--- src/ebra_pkg.sv ---
// Constants, field layouts and state encoding for the external bus ready and arbitration block.
// Assumes a single 100 MHz system clock; every bus-side rate is derived from it.
package ebra_pkg;

   // Clocking: one bus clock half period equals one system clock period here
   localparam int unsigned CLK_PERIOD_NS         = 10;
   localparam int unsigned HALF_CLOCK_PERIOD_NS  = 10;
   localparam int unsigned HALF_CLOCK_CYCLES     =
      (HALF_CLOCK_PERIOD_NS + CLK_PERIOD_NS - 1) / CLK_PERIOD_NS;
   localparam int unsigned HALF_CNT_W            = 4;

   // Register offsets (byte addresses)
   localparam logic [3:0] CFG_OFFSET    = 4'h0;
   localparam logic [3:0] STATUS_OFFSET = 4'h4;

   // Configuration field positions
   localparam int unsigned CFG_WAIT_LSB     = 0;
   localparam int unsigned CFG_WAIT_W       = 4;
   localparam int unsigned CFG_RW_DELAY_BIT = 4;
   localparam int unsigned CFG_MUX_BIT      = 5;
   localparam int unsigned CFG_TRI_BIT      = 6;
   localparam int unsigned CFG_RDY_EN_BIT   = 7;
   localparam int unsigned CFG_RDY_ASYN_BIT = 8;
   localparam int unsigned CFG_W            = 9;
   localparam logic [8:0]  CFG_RESET        = 9'h000;

   // Status field positions
   localparam int unsigned ST_BUSY_BIT    = 0;
   localparam int unsigned ST_GRANTED_BIT = 1;
   localparam int unsigned ST_PENDING_BIT = 2;
   localparam int unsigned ST_REGAIN_BIT  = 3;

   localparam int unsigned NUM_CS = 5;
   localparam int unsigned CS_SEL_W = 3;

   typedef enum logic [3:0] {
      ST_IDLE,
      ST_ADDR,
      ST_DELAY,
      ST_CMD,
      ST_MUX_WAIT,
      ST_TRI_WAIT,
      ST_GRANT,
      ST_REGAIN
   } ebra_state_t;

endpackage

--- src/ebra_clkdiv.sv ---
// Bus clock generator: divides clk into the bus clock output and marks its rising edges.
// Assumes the surrounding logic updates bus signals only on the rise enable pulse.
`timescale 1ns/100ps
module ebra_clkdiv
(
   // Clock and reset
   input  wire logic clk,
   input  wire logic rst,
   // Bus clock and rising edge enable
   output logic      bus_clock_out,
   output logic      rise_en
);

   localparam logic [ebra_pkg::HALF_CNT_W-1:0] HALF_LAST =
      ebra_pkg::HALF_CNT_W'(ebra_pkg::HALF_CLOCK_CYCLES - 1);

   logic [ebra_pkg::HALF_CNT_W-1:0] cnt_ff;
   wire                             half_done = (cnt_ff == HALF_LAST);

   always_ff @(posedge clk)
   begin
      if (rst)
      begin
         cnt_ff        <= '0;
         bus_clock_out <= 1'b0;
      end
      else
      begin
         cnt_ff        <= half_done ? '0 : cnt_ff + 1'b1;
         bus_clock_out <= half_done ? ~bus_clock_out : bus_clock_out;
      end
   end

   // High in the cycle before the output rises, so tick logic moves with the rising edge
   assign rise_en = half_done & ~bus_clock_out;

endmodule

--- src/ebra_ctrl.sv ---
// External bus controller: cycle sequencing with ready wait states, and hold/acknowledge arbitration.
// Assumes the CPU side raises one request at a time and that ready and hold come from pins.
//
// Chosen here: the address-and-strobe port and the address map.
`timescale 1ns/100ps

module ebra_ctrl
(
   // Clock and reset
   input  wire logic                               clk,
   input  wire logic                               rst,
   // Register port
   input  wire logic [3:0]                         reg_addr,
   input  wire logic [31:0]                        reg_wdata,
   input  wire logic                               reg_wr,
   input  wire logic                               reg_rd,
   output logic      [31:0]                        reg_rdata,
   // CPU cycle request
   input  wire logic                               cyc_req,
   input  wire logic                               cyc_write,
   input  wire logic [ebra_pkg::CS_SEL_W-1:0]      cyc_cs_sel,
   output logic                                    cyc_busy,
   output logic                                    cyc_done,
   // Bus pins
   output logic                                    bus_clock_out,
   input  wire logic                               ready_n,
   output logic                                    rd_n,
   output logic                                    wr_n,
   output logic      [ebra_pkg::NUM_CS-1:0]        chip_selects_n,
   output logic                                    chip_selects_oe_n,
   output logic                                    other_oe_n,
   // Arbitration pins
   input  wire logic                               hold_n,
   output logic                                    bus_grant_ack,
   output logic                                    regain_request_out_n
);

   // One-hot active-low chip select from an index; out-of-range selects none
   function automatic logic [ebra_pkg::NUM_CS-1:0] cs_decode_n
      (input logic [ebra_pkg::CS_SEL_W-1:0] sel);
      logic [ebra_pkg::NUM_CS-1:0] v;
      v = '1;
      for (int i = 0; i < ebra_pkg::NUM_CS; i++)
      begin
         if (sel == ebra_pkg::CS_SEL_W'(i))
            v[i] = 1'b0;
      end
      return v;
   endfunction

   function automatic logic in_strobe(input ebra_pkg::ebra_state_t s);
      return (s == ebra_pkg::ST_CMD);
   endfunction

   function automatic logic in_cycle(input ebra_pkg::ebra_state_t s);
      return (s == ebra_pkg::ST_ADDR) || (s == ebra_pkg::ST_DELAY) || (s == ebra_pkg::ST_CMD);
   endfunction

   // Bus clock and edge enable
   logic tick;

   ebra_clkdiv u_clkdiv
   (
      .clk           (clk),
      .rst           (rst),
      .bus_clock_out (bus_clock_out),
      .rise_en       (tick)
   );

   // Pin synchronisers; idle level of both active-low pins is high
   logic [1:0] pins_s;

   ebra_sync #(.WIDTH(2), .RESET_VAL(2'h3)) u_sync
   (
      .clk      (clk),
      .rst      (rst),
      .async_in ({hold_n, ready_n}),
      .sync_out (pins_s)
   );

   wire ready_low_s = ~pins_s[0];
   wire hold_low_s  = ~pins_s[1];

   // Configuration register
   logic [ebra_pkg::CFG_W-1:0] cfg_ff;

   wire                              cfg_wr     = reg_wr & (reg_addr == ebra_pkg::CFG_OFFSET);
   wire [ebra_pkg::CFG_WAIT_W-1:0]   cfg_wait   =
      cfg_ff[ebra_pkg::CFG_WAIT_LSB +: ebra_pkg::CFG_WAIT_W];
   wire                              cfg_rwdly  = cfg_ff[ebra_pkg::CFG_RW_DELAY_BIT];
   wire                              cfg_mux    = cfg_ff[ebra_pkg::CFG_MUX_BIT];
   wire                              cfg_tri    = cfg_ff[ebra_pkg::CFG_TRI_BIT];
   wire                              cfg_rdy_en = cfg_ff[ebra_pkg::CFG_RDY_EN_BIT];
   wire                              cfg_asyn   = cfg_ff[ebra_pkg::CFG_RDY_ASYN_BIT];

   always_ff @(posedge clk)
   begin
      if (rst)
         cfg_ff <= ebra_pkg::CFG_RESET;
      else if (cfg_wr)
         cfg_ff <= reg_wdata[ebra_pkg::CFG_W-1:0];
   end

   // State
   ebra_pkg::ebra_state_t            state_ff;
   ebra_pkg::ebra_state_t            nxt_state;
   logic [ebra_pkg::CFG_WAIT_W-1:0]  wait_cnt_ff;
   logic [ebra_pkg::CFG_WAIT_W-1:0]  nxt_wait_cnt;
   logic                             pending_ff;
   logic                             pend_write_ff;
   logic [ebra_pkg::CS_SEL_W-1:0]    pend_cs_ff;
   logic                             grant_age_ff;
   logic                             ready_late_ff;

   // Asynchronous mode pays one more bus clock of synchronisation before acting
   wire ready_seen = cfg_asyn ? ready_late_ff : ready_low_s;
   wire cyc_end    = tick && (state_ff == ebra_pkg::ST_CMD) && (wait_cnt_ff == '0)
                     && (!cfg_rdy_en || ready_seen);
   wire start_ok   = pending_ff && !hold_low_s;
   wire accept     = cyc_req && !pending_ff;

   always_comb
   begin
      nxt_state    = state_ff;
      nxt_wait_cnt = wait_cnt_ff;
      unique case (state_ff)
         ebra_pkg::ST_IDLE:
         begin
            if (hold_low_s)
               nxt_state = ebra_pkg::ST_GRANT;
            else if (start_ok)
               nxt_state = ebra_pkg::ST_ADDR;
         end
         ebra_pkg::ST_ADDR:
         begin
            nxt_wait_cnt = cfg_wait;
            nxt_state    = cfg_rwdly ? ebra_pkg::ST_DELAY : ebra_pkg::ST_CMD;
         end
         ebra_pkg::ST_DELAY:
            nxt_state = ebra_pkg::ST_CMD;
         ebra_pkg::ST_CMD:
         begin
            if (wait_cnt_ff != '0)
               nxt_wait_cnt = wait_cnt_ff - 1'b1;
            else if (cfg_rdy_en && !ready_seen)
               nxt_state = ebra_pkg::ST_CMD;
            else if (cfg_mux)
               nxt_state = ebra_pkg::ST_MUX_WAIT;
            else if (cfg_tri)
               nxt_state = ebra_pkg::ST_TRI_WAIT;
            else
               nxt_state = ebra_pkg::ST_IDLE;
         end
         ebra_pkg::ST_MUX_WAIT:
            nxt_state = cfg_tri ? ebra_pkg::ST_TRI_WAIT : ebra_pkg::ST_IDLE;
         ebra_pkg::ST_TRI_WAIT:
            nxt_state = ebra_pkg::ST_IDLE;
         ebra_pkg::ST_GRANT:
         begin
            // Only the rising hold level starts the regain, whatever the request did
            if (!hold_low_s)
               nxt_state = ebra_pkg::ST_REGAIN;
         end
         ebra_pkg::ST_REGAIN:
            nxt_state = ebra_pkg::ST_IDLE;
         default:
            nxt_state = ebra_pkg::ST_IDLE;
      endcase
   end

   always_ff @(posedge clk)
   begin
      if (rst)
      begin
         state_ff    <= ebra_pkg::ST_IDLE;
         wait_cnt_ff <= '0;
      end
      else if (tick)
      begin
         state_ff    <= nxt_state;
         wait_cnt_ff <= nxt_wait_cnt;
      end
   end

   // Extra ready stage on bus clock edges for asynchronous mode
   always_ff @(posedge clk)
   begin
      if (rst)
         ready_late_ff <= 1'b0;
      else if (tick)
         ready_late_ff <= in_strobe(state_ff) && ready_low_s;
   end

   // Pending CPU request; a new request is taken only when none is pending
   always_ff @(posedge clk)
   begin
      if (rst)
      begin
         pending_ff    <= 1'b0;
         pend_write_ff <= 1'b0;
         pend_cs_ff    <= '0;
      end
      else if (accept)
      begin
         pending_ff    <= 1'b1;
         pend_write_ff <= cyc_write;
         pend_cs_ff    <= cyc_cs_sel;
      end
      else if (cyc_end)
         pending_ff <= 1'b0;
   end

   // Grant age: regain request is held off for the first two bus clocks of the grant
   always_ff @(posedge clk)
   begin
      if (rst)
         grant_age_ff <= 1'b0;
      else if (tick)
         grant_age_ff <= (state_ff == ebra_pkg::ST_GRANT);
   end

   // Pin outputs, all updated on the bus clock rising edge
   wire                         granted_nxt = (nxt_state == ebra_pkg::ST_GRANT);
   wire                         strobe_nxt  = in_strobe(nxt_state);
   wire [ebra_pkg::NUM_CS-1:0]  cs_nxt      =
      in_cycle(nxt_state) ? cs_decode_n(pend_cs_ff) : '1;
   wire                         regain_nxt  =
      (state_ff == ebra_pkg::ST_GRANT) && grant_age_ff && pending_ff && hold_low_s;

   always_ff @(posedge clk)
   begin
      if (rst)
      begin
         rd_n                 <= 1'b1;
         wr_n                 <= 1'b1;
         chip_selects_n       <= '1;
         chip_selects_oe_n    <= 1'b0;
         other_oe_n           <= 1'b0;
         bus_grant_ack        <= 1'b0;
         regain_request_out_n <= 1'b1;
      end
      else if (tick)
      begin
         rd_n                 <= ~(strobe_nxt & ~pend_write_ff);
         wr_n                 <= ~(strobe_nxt & pend_write_ff);
         chip_selects_n       <= cs_nxt;
         // Released pins float; the board pull-ups keep chip selects high
         chip_selects_oe_n    <= granted_nxt;
         other_oe_n           <= granted_nxt;
         bus_grant_ack        <= granted_nxt;
         regain_request_out_n <= ~(regain_nxt && granted_nxt);
      end
   end

   // CPU side status
   always_ff @(posedge clk)
   begin
      if (rst)
      begin
         cyc_busy <= 1'b0;
         cyc_done <= 1'b0;
      end
      else
      begin
         cyc_busy <= (pending_ff & ~cyc_end) | accept;
         cyc_done <= cyc_end;
      end
   end

   // Register read, data valid the cycle after the strobe only
   wire [31:0] status_word =
      {28'h0000000,
       ~regain_request_out_n,
       pending_ff,
       bus_grant_ack,
       (state_ff != ebra_pkg::ST_IDLE)};
   wire [31:0] rd_mux =
      (reg_addr == ebra_pkg::CFG_OFFSET)    ? {23'h000000, cfg_ff} :
      (reg_addr == ebra_pkg::STATUS_OFFSET) ? status_word : 32'h00000000;

   always_ff @(posedge clk)
   begin
      if (rst)
         reg_rdata <= 32'h00000000;
      else
         reg_rdata <= reg_rd ? rd_mux : 32'h00000000;
   end

endmodule

--- src/ebra_sync.sv ---
// Two flip-flop synchroniser for a group of pin inputs.
// Assumes the inputs are asynchronous to clk; only the second stage is read outside.
`timescale 1ns/100ps
module ebra_sync
#(
   parameter int unsigned WIDTH = 1,
   parameter logic [WIDTH-1:0] RESET_VAL = '1
)
(
   // Clock and reset
   input  wire logic             clk,
   input  wire logic             rst,
   // Pins in, synchronised out
   input  wire logic [WIDTH-1:0] async_in,
   output logic      [WIDTH-1:0] sync_out
);

   logic [WIDTH-1:0] stage1_ff;

   always_ff @(posedge clk)
   begin
      if (rst)
      begin
         stage1_ff <= RESET_VAL;
         sync_out  <= RESET_VAL;
      end
      else
      begin
         stage1_ff <= async_in;
         sync_out  <= stage1_ff;
      end
   end

endmodule
--- config.mk ---
export PLATFORM = sky130hd
export DESIGN_NAME = ebra_ctrl
export DESIGN_NICKNAME = d
export VERILOG_FILES = /design/src/ebra_pkg.sv /design/src/ebra_clkdiv.sv /design/src/ebra_ctrl.sv /design/src/ebra_sync.sv
export SDC_FILE = /design/constraint.sdc
export NUM_CORES = 1
export LEC_CHECK = 0
export ABC_AREA = 1
export BUFFER_PORTS_ARGS = -buffer_cell sky130_fd_sc_hd__clkbuf_2
export CAP_MARGIN = 25
export CORE_MARGIN = 1.5
export CORE_UTILIZATION = 44
export DETAILED_ROUTE_END_ITERATION = 12
export PLACE_DENSITY = 0.73
export SYNTH_ARGS = -nofsm -noshare
export SYNTH_HDL_FRONTEND = slang
export SYNTH_SLANG_ARGS = --single-unit
export TNS_END_PERCENT = 100
--- constraint.sdc ---
create_clock -name clk -period 1.8 [get_ports clk]
set_input_delay 0.18 -clock clk [delete_from_list [all_inputs] [get_ports clk]]
set_output_delay 0.18 -clock clk [all_outputs]
set_load 0.1 [all_outputs]
* Word level (Yosys, flattened, before mapping)
Index checks and enable logic that the tools add are counted.
** Storage, ports and cells
- Flip-flop bits (word level) :: 76
- Bits in latches :: 0
- RAM bits :: 0
- Bits in read-only memories :: 0
- Input port bits :: 47
- Output and inout port bits :: 46
- Logic and storage cells :: 106
- Memories :: 0
** Cells by class
- Add/subtract/negate cells :: 2
- Multiply operators :: 0
- Divide/modulo/power cells :: 0
- $lt $le $gt $ge :: 0
- Eq/ne operators :: 15
- Shifts and indexed selects :: 0
- Muxes and demuxes :: 22
- Bitwise gates (word level) :: 16
- Reductions and logical operators :: 30
** Operators by type and width (count)
- $mux 4 :: 6
- $pmux 4 s6 :: 1
- $eq 4x2->1 const B :: 4
- $eq 4x3->1 const B :: 4
- $logic_not 4->1 :: 4
- $logic_and 1x1->1 :: 11
- $not 1->1 :: 10
- $mux 1 :: 9
- $mux 3 :: 3
- $mux 9 :: 1
- $eq 4x1->1 const B :: 2
- $pmux 4 s2 :: 1
- $reduce_bool 4->1 :: 2
- $eq 3x2->1 const B :: 2
- $and 1x1->1 :: 5
- $mux 5 :: 1
- $add 4x1->4 const B :: 1
- $reduce_bool 2->1 :: 2
- $reduce_or 2->1 :: 2
- $sub 4x1->4 const B :: 1
- $eq 3x1->1 const B :: 1
- $eq 3x3->1 const B :: 1
- $logic_not 1->1 :: 3
- $logic_not 3->1 :: 1
- 5 further kinds :: 7

* Longest topological paths before layout
Gate-level depths: netlist of run 1.
- Depth after elaboration :: 11
- Gate-level depth with buffers :: 12
- Depth with buffers taken out :: 12

* Modules after synthesis
A second synthesis of run 1 with hierarchy kept.
** Unflattened totals
- Cell total of the unflattened synthesis :: 332
- Area total of the unflattened synthesis :: 2477.4 sq um
** By module, submodules not included
- ebra_ctrl :: instances 1, cells an instance 291, area each 2124.5 sq um, seq. area each 880.8 sq um
- ebra_clkdiv :: instances 1, cells an instance 28, area each 236.5 sq um, seq. area each 100.1 sq um
- ebra_sync :: instances 1, cells an instance 13, area each 116.4 sq um, seq. area each 80.1 sq um

* Least setup slack after synthesis of run 1
No wires, ideal clock.
- Kind :: register to register
- Start point :: register u_clkdiv.bus_clock_out
- End point :: register chip_selects_n[0] (netlist name)
- Setup time :: 0.061 ns
- Data arrival time :: 1.718 ns
- Data required time :: 1.739 ns
- Path slack :: 0.020 ns
- Cell stages (with the launch flop) :: 6
- Buffers on the path :: 1
- Clock period less this slack :: 1.780 ns
- Cells stage by stage :: dfxtp_1 nor2_4 inv_1 clkbuf_1 a21oi_1 nand2_1
** On the way
- Longest elaborated chain between the ends :: 2
** RTL lines
- from (decl) :: line ebra_clkdiv.sv:10 : output logic bus_clock_out,
- from (signal assigned) :: line ebra_clkdiv.sv:30 : bus_clock_out <= half_done ? ~bus_clock_out : bus_clock_out;
- $not 1->1 :: line ebra_clkdiv.sv:35 : assign rise_en = half_done & ~bus_clock_out;
- $and 1x1->1 :: line ebra_clkdiv.sv:35
- to (signal assigned) :: line ebra_ctrl.sv:246 : chip_selects_n <= cs_nxt;
- to (decl) :: line ebra_ctrl.sv:29 : output logic [ebra_pkg::NUM_CS-1:0] chip_selects_n,
Every way passes these cells.
A chain may end at the register's enable or synchronous reset.

* Worst setup path in the final report of run 1
- Start point :: register u_clkdiv.cnt_ff[0] (netlist name)
- End point :: register wait_cnt_ff[2] (netlist name)
** On the way
- Longest elaborated chain between the ends :: 3
** RTL lines
- from (decl) :: line ebra_clkdiv.sv:17 : logic [ebra_pkg::HALF_CNT_W-1:0] cnt_ff;
- from (signal assigned) :: line ebra_clkdiv.sv:29 : cnt_ff <= half_done ? '0 : cnt_ff + 1'b1;
- $logic_not 4->1 :: line ebra_clkdiv.sv:18 : wire half_done = (cnt_ff == HALF_LAST);
- $and 1x1->1 :: line ebra_clkdiv.sv:35
- $reduce_and 3->1 (no line)
- to (signal assigned) :: line ebra_ctrl.sv:181 : wait_cnt_ff <= nxt_wait_cnt;
- to (decl) :: line ebra_ctrl.sv:107 : logic [ebra_pkg::CFG_WAIT_W-1:0] wait_cnt_ff;
Every way passes these cells.

==> results_dict.tcl, run 1 <==
set metrics [dict create \
    crit_required_ns 2.00 \
    finalHoldViolations 0 \
    wl_per_cell_um 10.86 \
    synth_cells 332 \
    cts.sinks 53 \
    grt_first_pass_wirelength_mm 8.321 \
    synth.area.top_cells "dfxtp_1 (43%), nand2_1 (8.3%), buf_4 (7.6%), a21oi_1 (6.4%), inv_1 (6.2%)" \
    syn_avg_cell_area_sq_um 7.481 \
    ys_ff_latch 53 \
    worst_pin_slew_ns 0.6479 \
    antenna_found_initial 0 \
    powerDensity_nw_per_um2 963.3 \
    syn_area_sq_um 2484 \
    setup-violations-final 0 \
    ant_nets 0 \
    crit_arrival_ns 1.86 \
    drtPass1Iterations 4 \
    vias 2146 \
    synth_compound_area_share_pct 15.11 \
    layout_setup_ws_ns 0.1345 \
    die_w_um 78.13 \
    fin_skew_ns 0.002727 \
    crit_type "reg -> reg" \
    ys_seq_area_share_pct 42.72 \
    num_antenna_cells 0 \
    ys_warn_count 0 \
    grtUsageTotal_pct 17.17 \
    maxSlewViolCount 0 \
    drive_above_1_share_pct 21.91 \
    cts_buffers 5 \
    syn2layout_area_growth_pct 14.56 \
    vdd_drop_max_uv 518.8 \
    drv_cap 0 \
    grt-ovfl-total 0 \
    crit_path_start_kind "flip-flop" \
    initial_core_util_pct 45.38 \
    status "finished, final reports clean" \
    muxShareOfSynthArea_pct 0 \
    grt_pass1_vias 1893 \
    initialDrtViolationCount 74 \
    die_area_sq_um 6104 \
    core_sq_um 5473 \
    avgViaCountPerCell 4.665 \
    die_height_um 78.13 \
    synth_xor_area_share_pct 0.7053 \
    final_common_cell "nand2_1" \
    yosys.area_share.simple_pct 23.88 \
    grt_max_degree 23 \
    tritoncts "yes" \
    ys_types 34 \
    cp-end-kind "flip-flop" \
    port_buffers 46 \
    drt_wl_total_mm 4.997 \
    fin_hold_ws_ns 0.04600 \
    leakagePower_nw 1.340 \
    insertion_delay_ns 0.31 \
    crit_fanout 6 \
    place_hpwl_mm 3.786 \
    period_minus_slack_ns 1.665 \
    layout_common_cells "nand2_1 (54), dfxtp_1 (53), clkbuf_2 (46)" \
    yosys.area.top_type "dfxtp_1" \
    timing.fmax_mhz 600.4 \
    finalNetCount 437 \
    ctsRootBufferMaster "clkbuf_8" \
    drc 0 \
    slew_headroom_pct 56.41 \
    synth_top_area_share_pct 42.72 \
    place_ws_ns 0.1503 \
    finalCritPeriodShare_pct 92.53 \
    hp-class "in -> reg" \
    ios 93 \
    place_congestion 0.8623 \
    synth_fa_ha_area_share_pct 1.511 \
    cts_max_path_buffers 2 \
    path_clk_slew_ns 0.09 \
    row_count 27 \
    h-tree-depth 2 \
    synth_top_family_by_area "simple AND/OR/NAND/NOR gates" \
]
flip-flops by register name, indices dropped and copies added, names as in the netlist, 3 cells and up:
name / flops
cfg_ff: 9
pend_cs_ff: 3
u_clkdiv.cnt_ff: 4
state_ff: 4
reg_rdata: 9
wait_cnt_ff: 4
chip_selects_n: 5
worst max-delay path, cell delays in order (launching register included):
cell,delay (ns)
dfxtp_1,0.33
inv_1,0.07
ha_1,0.16
nand3_2,0.12
nor2_4,0.24
nand2_1,0.14
a21oi_2,0.22
inv_1,0.11
nor2_1,0.13
a211oi_2,0.05
where the power goes:
group / internal (mW) / switching (mW)
sequential: 1.23 / 0.0438
clock: 0.275 / 0.386
combinational: 0.171 / 0.639
cell type report:
cell class,instances,area (sq um)
Fill cell,570,2628
Multi-Input combinational cell,225,1112
Sequential cell,53,1061
Timing Repair Buffer,59,327.8
Inverter,43,166.4
Tap cell,72,90.09
Clock buffer,6,72.57
Clock inverter,2,15.01
Yosys cell counts (all sizes together):
cell and n:
dfxtp 53, nand2 58, o22ai 4, conb 1, nor4 3, buf 27
nand4 4, clkinv 1, a211oi 1, xor2 1, nor3 8, nand3 16
o211ai 4, ha 3, clkbuf 6, nor2 36, o21ai 23, xnor2 1
a21oi 34, o21a 1, inv 42, or2 4, nand3b 1
cells by family after synthesis:
kind of cell | Yosys count
flip-flops | 53
AND/OR/NAND/NOR | 130
XOR/XNOR | 2
AO/OA/AOI/OAI | 67
other | 1
adder cells (fa/ha/maj) | 3
buffers and inverters | 76
metrics by stage:
stage | TNS, ns | utilization [%] | std cells | area, sq um | total power [mW]
after floorplan | 0 | - | 354 | 2566 | 1.999
after global placement | 0 | 49.31 | 445 | 2699 | 2.074
after detailed placement | 0 | 49.31 | 445 | 2699 | 2.085
after CTS | 0 | 50.91 | 453 | 2786 | 2.746
after global routing | -0.006171 | 51.99 | 460 | 2845 | 2.903
final | 0 | 51.99 | 460 | 2845 | 2.741
path summary, 6_finish.rpt:
path / slack [ns] / cells past startpoint / end / from
min: 0.05 / 2 / u_sync.stage1_ff[1] / hold_n
max reg2reg: 0.13 / 9 / wait_cnt_ff[2] / u_clkdiv.cnt_ff[0]
max: 0.13 / 9 / wait_cnt_ff[2] / u_clkdiv.cnt_ff[0]
min reg2reg: 0.41 / 1 / u_sync.sync_out[1] / u_sync.stage1_ff[1]
what timing repair did:
action / CTS / global route
setup buffers: 0 / 7
gates resized for setup: 0 / 2
endpoints found under the setup margin: 0 / 1
hold buffers: 0 / 0
layer usage:
metal | share of wire (%) | global-route usage [%] | up-vias
met5 | 0 | 0 | -
met4 | 2.5 | 7.500 | 0
met3 | 6.4 | 4.302 | 13
met2 | 45 | 27.57 | 65
met1 | 46 | 21.80 | 941
li1 | - | - | 1127
(Power assumes the default switching activity.)
==> run 2, diff against run 1 <==
--- a/config.mk
+++ b/config.mk
@@ -5,13 +5,12 @@
 export SDC_FILE = /design/constraint.sdc
 export NUM_CORES = 1
 export LEC_CHECK = 0
-export ABC_AREA = 1
 export BUFFER_PORTS_ARGS = -buffer_cell sky130_fd_sc_hd__clkbuf_2
 export CAP_MARGIN = 25
 export CORE_MARGIN = 1.5
-export CORE_UTILIZATION = 44
+export CORE_UTILIZATION = 48
 export DETAILED_ROUTE_END_ITERATION = 12
-export PLACE_DENSITY = 0.73
+export PLACE_DENSITY = 0.79
 export SYNTH_ARGS = -nofsm -noshare
 export SYNTH_HDL_FRONTEND = slang
 export SYNTH_SLANG_ARGS = --single-unit
==> run 2 against run 1 <==
Effect of this change:
- non-clock buffer count is 5 higher
- sequential power hardly changed
- die area is 10% lower
- via count is 16% lower
- critical endpoint is now bus_grant_ack
- clock skew is 0.0043 ns higher
- critical path depth is 1 lower
- largest power group unchanged
- cell count is 17% lower
- synthesized area is 2.6% lower
==> results_dict.tcl, run 2 <==
set metrics [dict create \
    place_area_sq_um 2666 \
    cts_max_path_buffers 2 \
    layout_setup_ws_ns 0.01944 \
    setup-violations-final 0 \
    grt-ovfl-total 0 \
    maxSlewViolCount 0 \
    path_delay_family "simple AND/OR/NAND/NOR gates" \
    num_antenna_cells 0 \
    h-tree-depth 2 \
    worst_pin_slew_ns 0.5453 \
    drc 0 \
    cts.sinks 53 \
    slowest_delay_ns 0.52 \
    synth_top_area_share_pct 43.87 \
    path_clk_slew_ns 0.08 \
    core_sq_um 4786 \
    drt_wl_total_mm 4.521 \
    place_congestion 0.8025 \
    slew_headroom_pct 63.80 \
    cp_num_buf_inv 1 \
    ctsRootBufferMaster "clkbuf_8" \
    reg_top3 "cfg_ff x9, reg_rdata x9, chip_selects_n x5" \
    ys_seq_area_share_pct 43.87 \
    fillers 435 \
    tritoncts "yes" \
    ant_nets 0 \
    hold_buffers 0 \
    rsz0062_at_grt "yes" \
    vias 1803 \
    crit_fanout 3 \
    syn2layout_area_growth_pct 17.02 \
    finalHoldViolations 0 \
    synth_cells 263 \
    fin_hold_ws_ns 0.06865 \
    hp-class "in -> reg" \
    leakagePower_nw 1.235 \
    drive_above_1_share_pct 32.81 \
    initialDrtViolationCount 75 \
    wl_per_cell_um 11.77 \
    place_hpwl_mm 3.356 \
    stdcell_area_sq_um 2830 \
    grt_max_degree 33 \
    synth.area.top_cells "dfxtp_1 (44%), nor2_1 (7.9%), buf_4 (7.8%), mux2i_1 (7.0%), a21oi_1 (3.7%)" \
    finalCritPeriodShare_pct 98.92 \
    row_count 25 \
    crit_required_ns 2.03 \
    yosys.area.top_type "dfxtp_1" \
    ff2ff_setup_slack_ns 0.02 \
    port_buffers 46 \
    synth_ff_type "dfxtp_1" \
    syn_avg_cell_area_sq_um 9.196 \
    setup_tns_ns 0 \
    grt_pass1_vias 1626 \
    status "finished, final reports clean" \
    finalNetCount 368 \
    yosysMostFrequentCell "dfxtp_1" \
    die_height_um 73.99 \
    synthTopCellsByCount "dfxtp_1 (53), nor2_1 (51), buf_4 (25), a21oi_1 (18), mux2i_1 (17)" \
    ys_warn_count 0 \
    timing.fmax_mhz 561.6 \
    instances_no_fill 384 \
    cp_slowest_cell "or4b_4" \
    r2r-start "wait_cnt_ff[1]" \
    fin_total_pwr_mw 2.446 \
    hold_depth 2 \
    layout_common_cells "nor2_1 (51), dfxtp_1 (48), clkbuf_2 (46)" \
    period_minus_slack_ns 1.781 \
    worstHoldStart "hold_n" \
    ios 93 \
    dpl.cell_count 375 \
    r2r_end "bus_grant_ack" \
    cts_buffers 5 \
    ys_async_sr_fraction_pct 0 \
    die_area_sq_um 5474 \
    vdd_drop_max_uv 647.6 \
    powerDensity_nw_per_um2 864.4 \
    antenna_found_initial 0 \
    crit_type "reg -> reg" \
    crit_path_start_kind "flip-flop" \
    drtPass1Iterations 5 \
    initial_core_util_pct 50.54 \
    drv_cap 0 \
    grtUsageTotal_pct 17.19 \
    fin_util_pct 59.14 \
    syn_area_sq_um 2419 \
    cp-end-kind "flip-flop" \
    insertion_delay_ns 0.29 \
    die_w_um 73.99 \
    r2r.worst_path.cells 8 \
    final_common_cell "nor2_1" \
    ys_types 48 \
    worstPathCellList "inv_2 > ha_4 > nand2b_4 > nor2_8 > a31oi_4 > a311oi_2 > or4b_4 > a21oi_2" \
    avgViaCountPerCell 4.695 \
    hold_end "u_sync.stage1_ff[1]" \
    synth-edff-count 0 \
    place_ws_ns -0.04169 \
    ys_ff_latch 53 \
    fin_skew_ns 0.007070 \
    grt_first_pass_wirelength_mm 7.251 \
    crit_arrival_ns 2.01 \
]
==> run 2: cell count changes after synthesis, moves of 12 or more <==
cell     delta
a21oi_1    -14
inv_1      -35
mux2i_1    +17
nand2_1    -44
nand3_1    -12
nor2_1     +17
o21ai_0    -18
==> run 2: where the power goes <==
group	switching, mW	internal (mW)	leakage, nW
clock	0.339	0.257	0.0399
sequential	0.0378	1.21	0.433
combinational	0.461	0.142	0.763
total	0.838	1.61	1.24
==> run 2: area by class of cell <==
| class | instances | area (sq um) | share of cell area (%) |
|---|---|---|---|
| clock inverters | 1 | 5.005 | 0.1768 |
| flip-flops and latches | 53 | 1067 | 37.71 |
| repair buffers | 64 | 365.4 | 12.91 |
| clock buffers | 5 | 68.82 | 2.431 |
| inverters | 6 | 22.52 | 0.7958 |
| multi-input cells | 188 | 1217 | 43.02 |
| well taps | 67 | 83.83 | 2.962 |
==> run 2: repair_timing <==
action,in CTS,in global routing
hold endpoints to repair,0,0
buffers inserted,2,1
resized for setup,10,9
pin swaps,5,4
endpoints found under the setup margin,6,13
==> run 2: layer usage <==
metal / up-vias / track usage, % / routed length (um)
met5: - / 0 / 0
met4: 0 / 4.321 / 17
met3: 2 / 4.065 / 249
met2: 53 / 29.96 / 2158
met1: 811 / 21.38 / 2096
li1: 937 / - / -
==> run 2: worst max-delay path by stage <==
| stage | to | cells past startpoint | startpoint |
|---|---|---|---|
| 2_1_floorplan | wait_cnt_ff[2] | 8 | u_clkdiv.cnt_ff[0] |
| 3_3_place_gp | bus_grant_ack | 8 | wait_cnt_ff[0] |
| 3_5_place_dp | bus_grant_ack | 8 | wait_cnt_ff[0] |
| 4_1_cts | bus_grant_ack | 8 | wait_cnt_ff[1] |
| 5_1_grt | bus_grant_ack | 8 | wait_cnt_ff[1] |
| 6_report | bus_grant_ack | 8 | wait_cnt_ff[1] |
==> run 2: logic make-up after synthesis <==
kind of cell | after synthesis | share of synthesized area, %
fa+ha+maj | 3 | 1.552
simple gates | 102 | 23.44
flops | 53 | 43.87
mux | 18 | 7.501
xor+xnor | 2 | 0.7244
other cells | 1 | 0.1551
buf+inv | 44 | 11.79
compound gates | 40 | 10.97
==> run 2: worst reg2reg max path, delay by kind of cell, from the launching register on <==
family	cells	cell delay (ns)
AOI/OAI and AO/OA	3	0.48
adders and majority gates	1	0.15
buffers and inverters	1	0.06
DFF	1	0.33
and+or+nand+nor	3	0.70
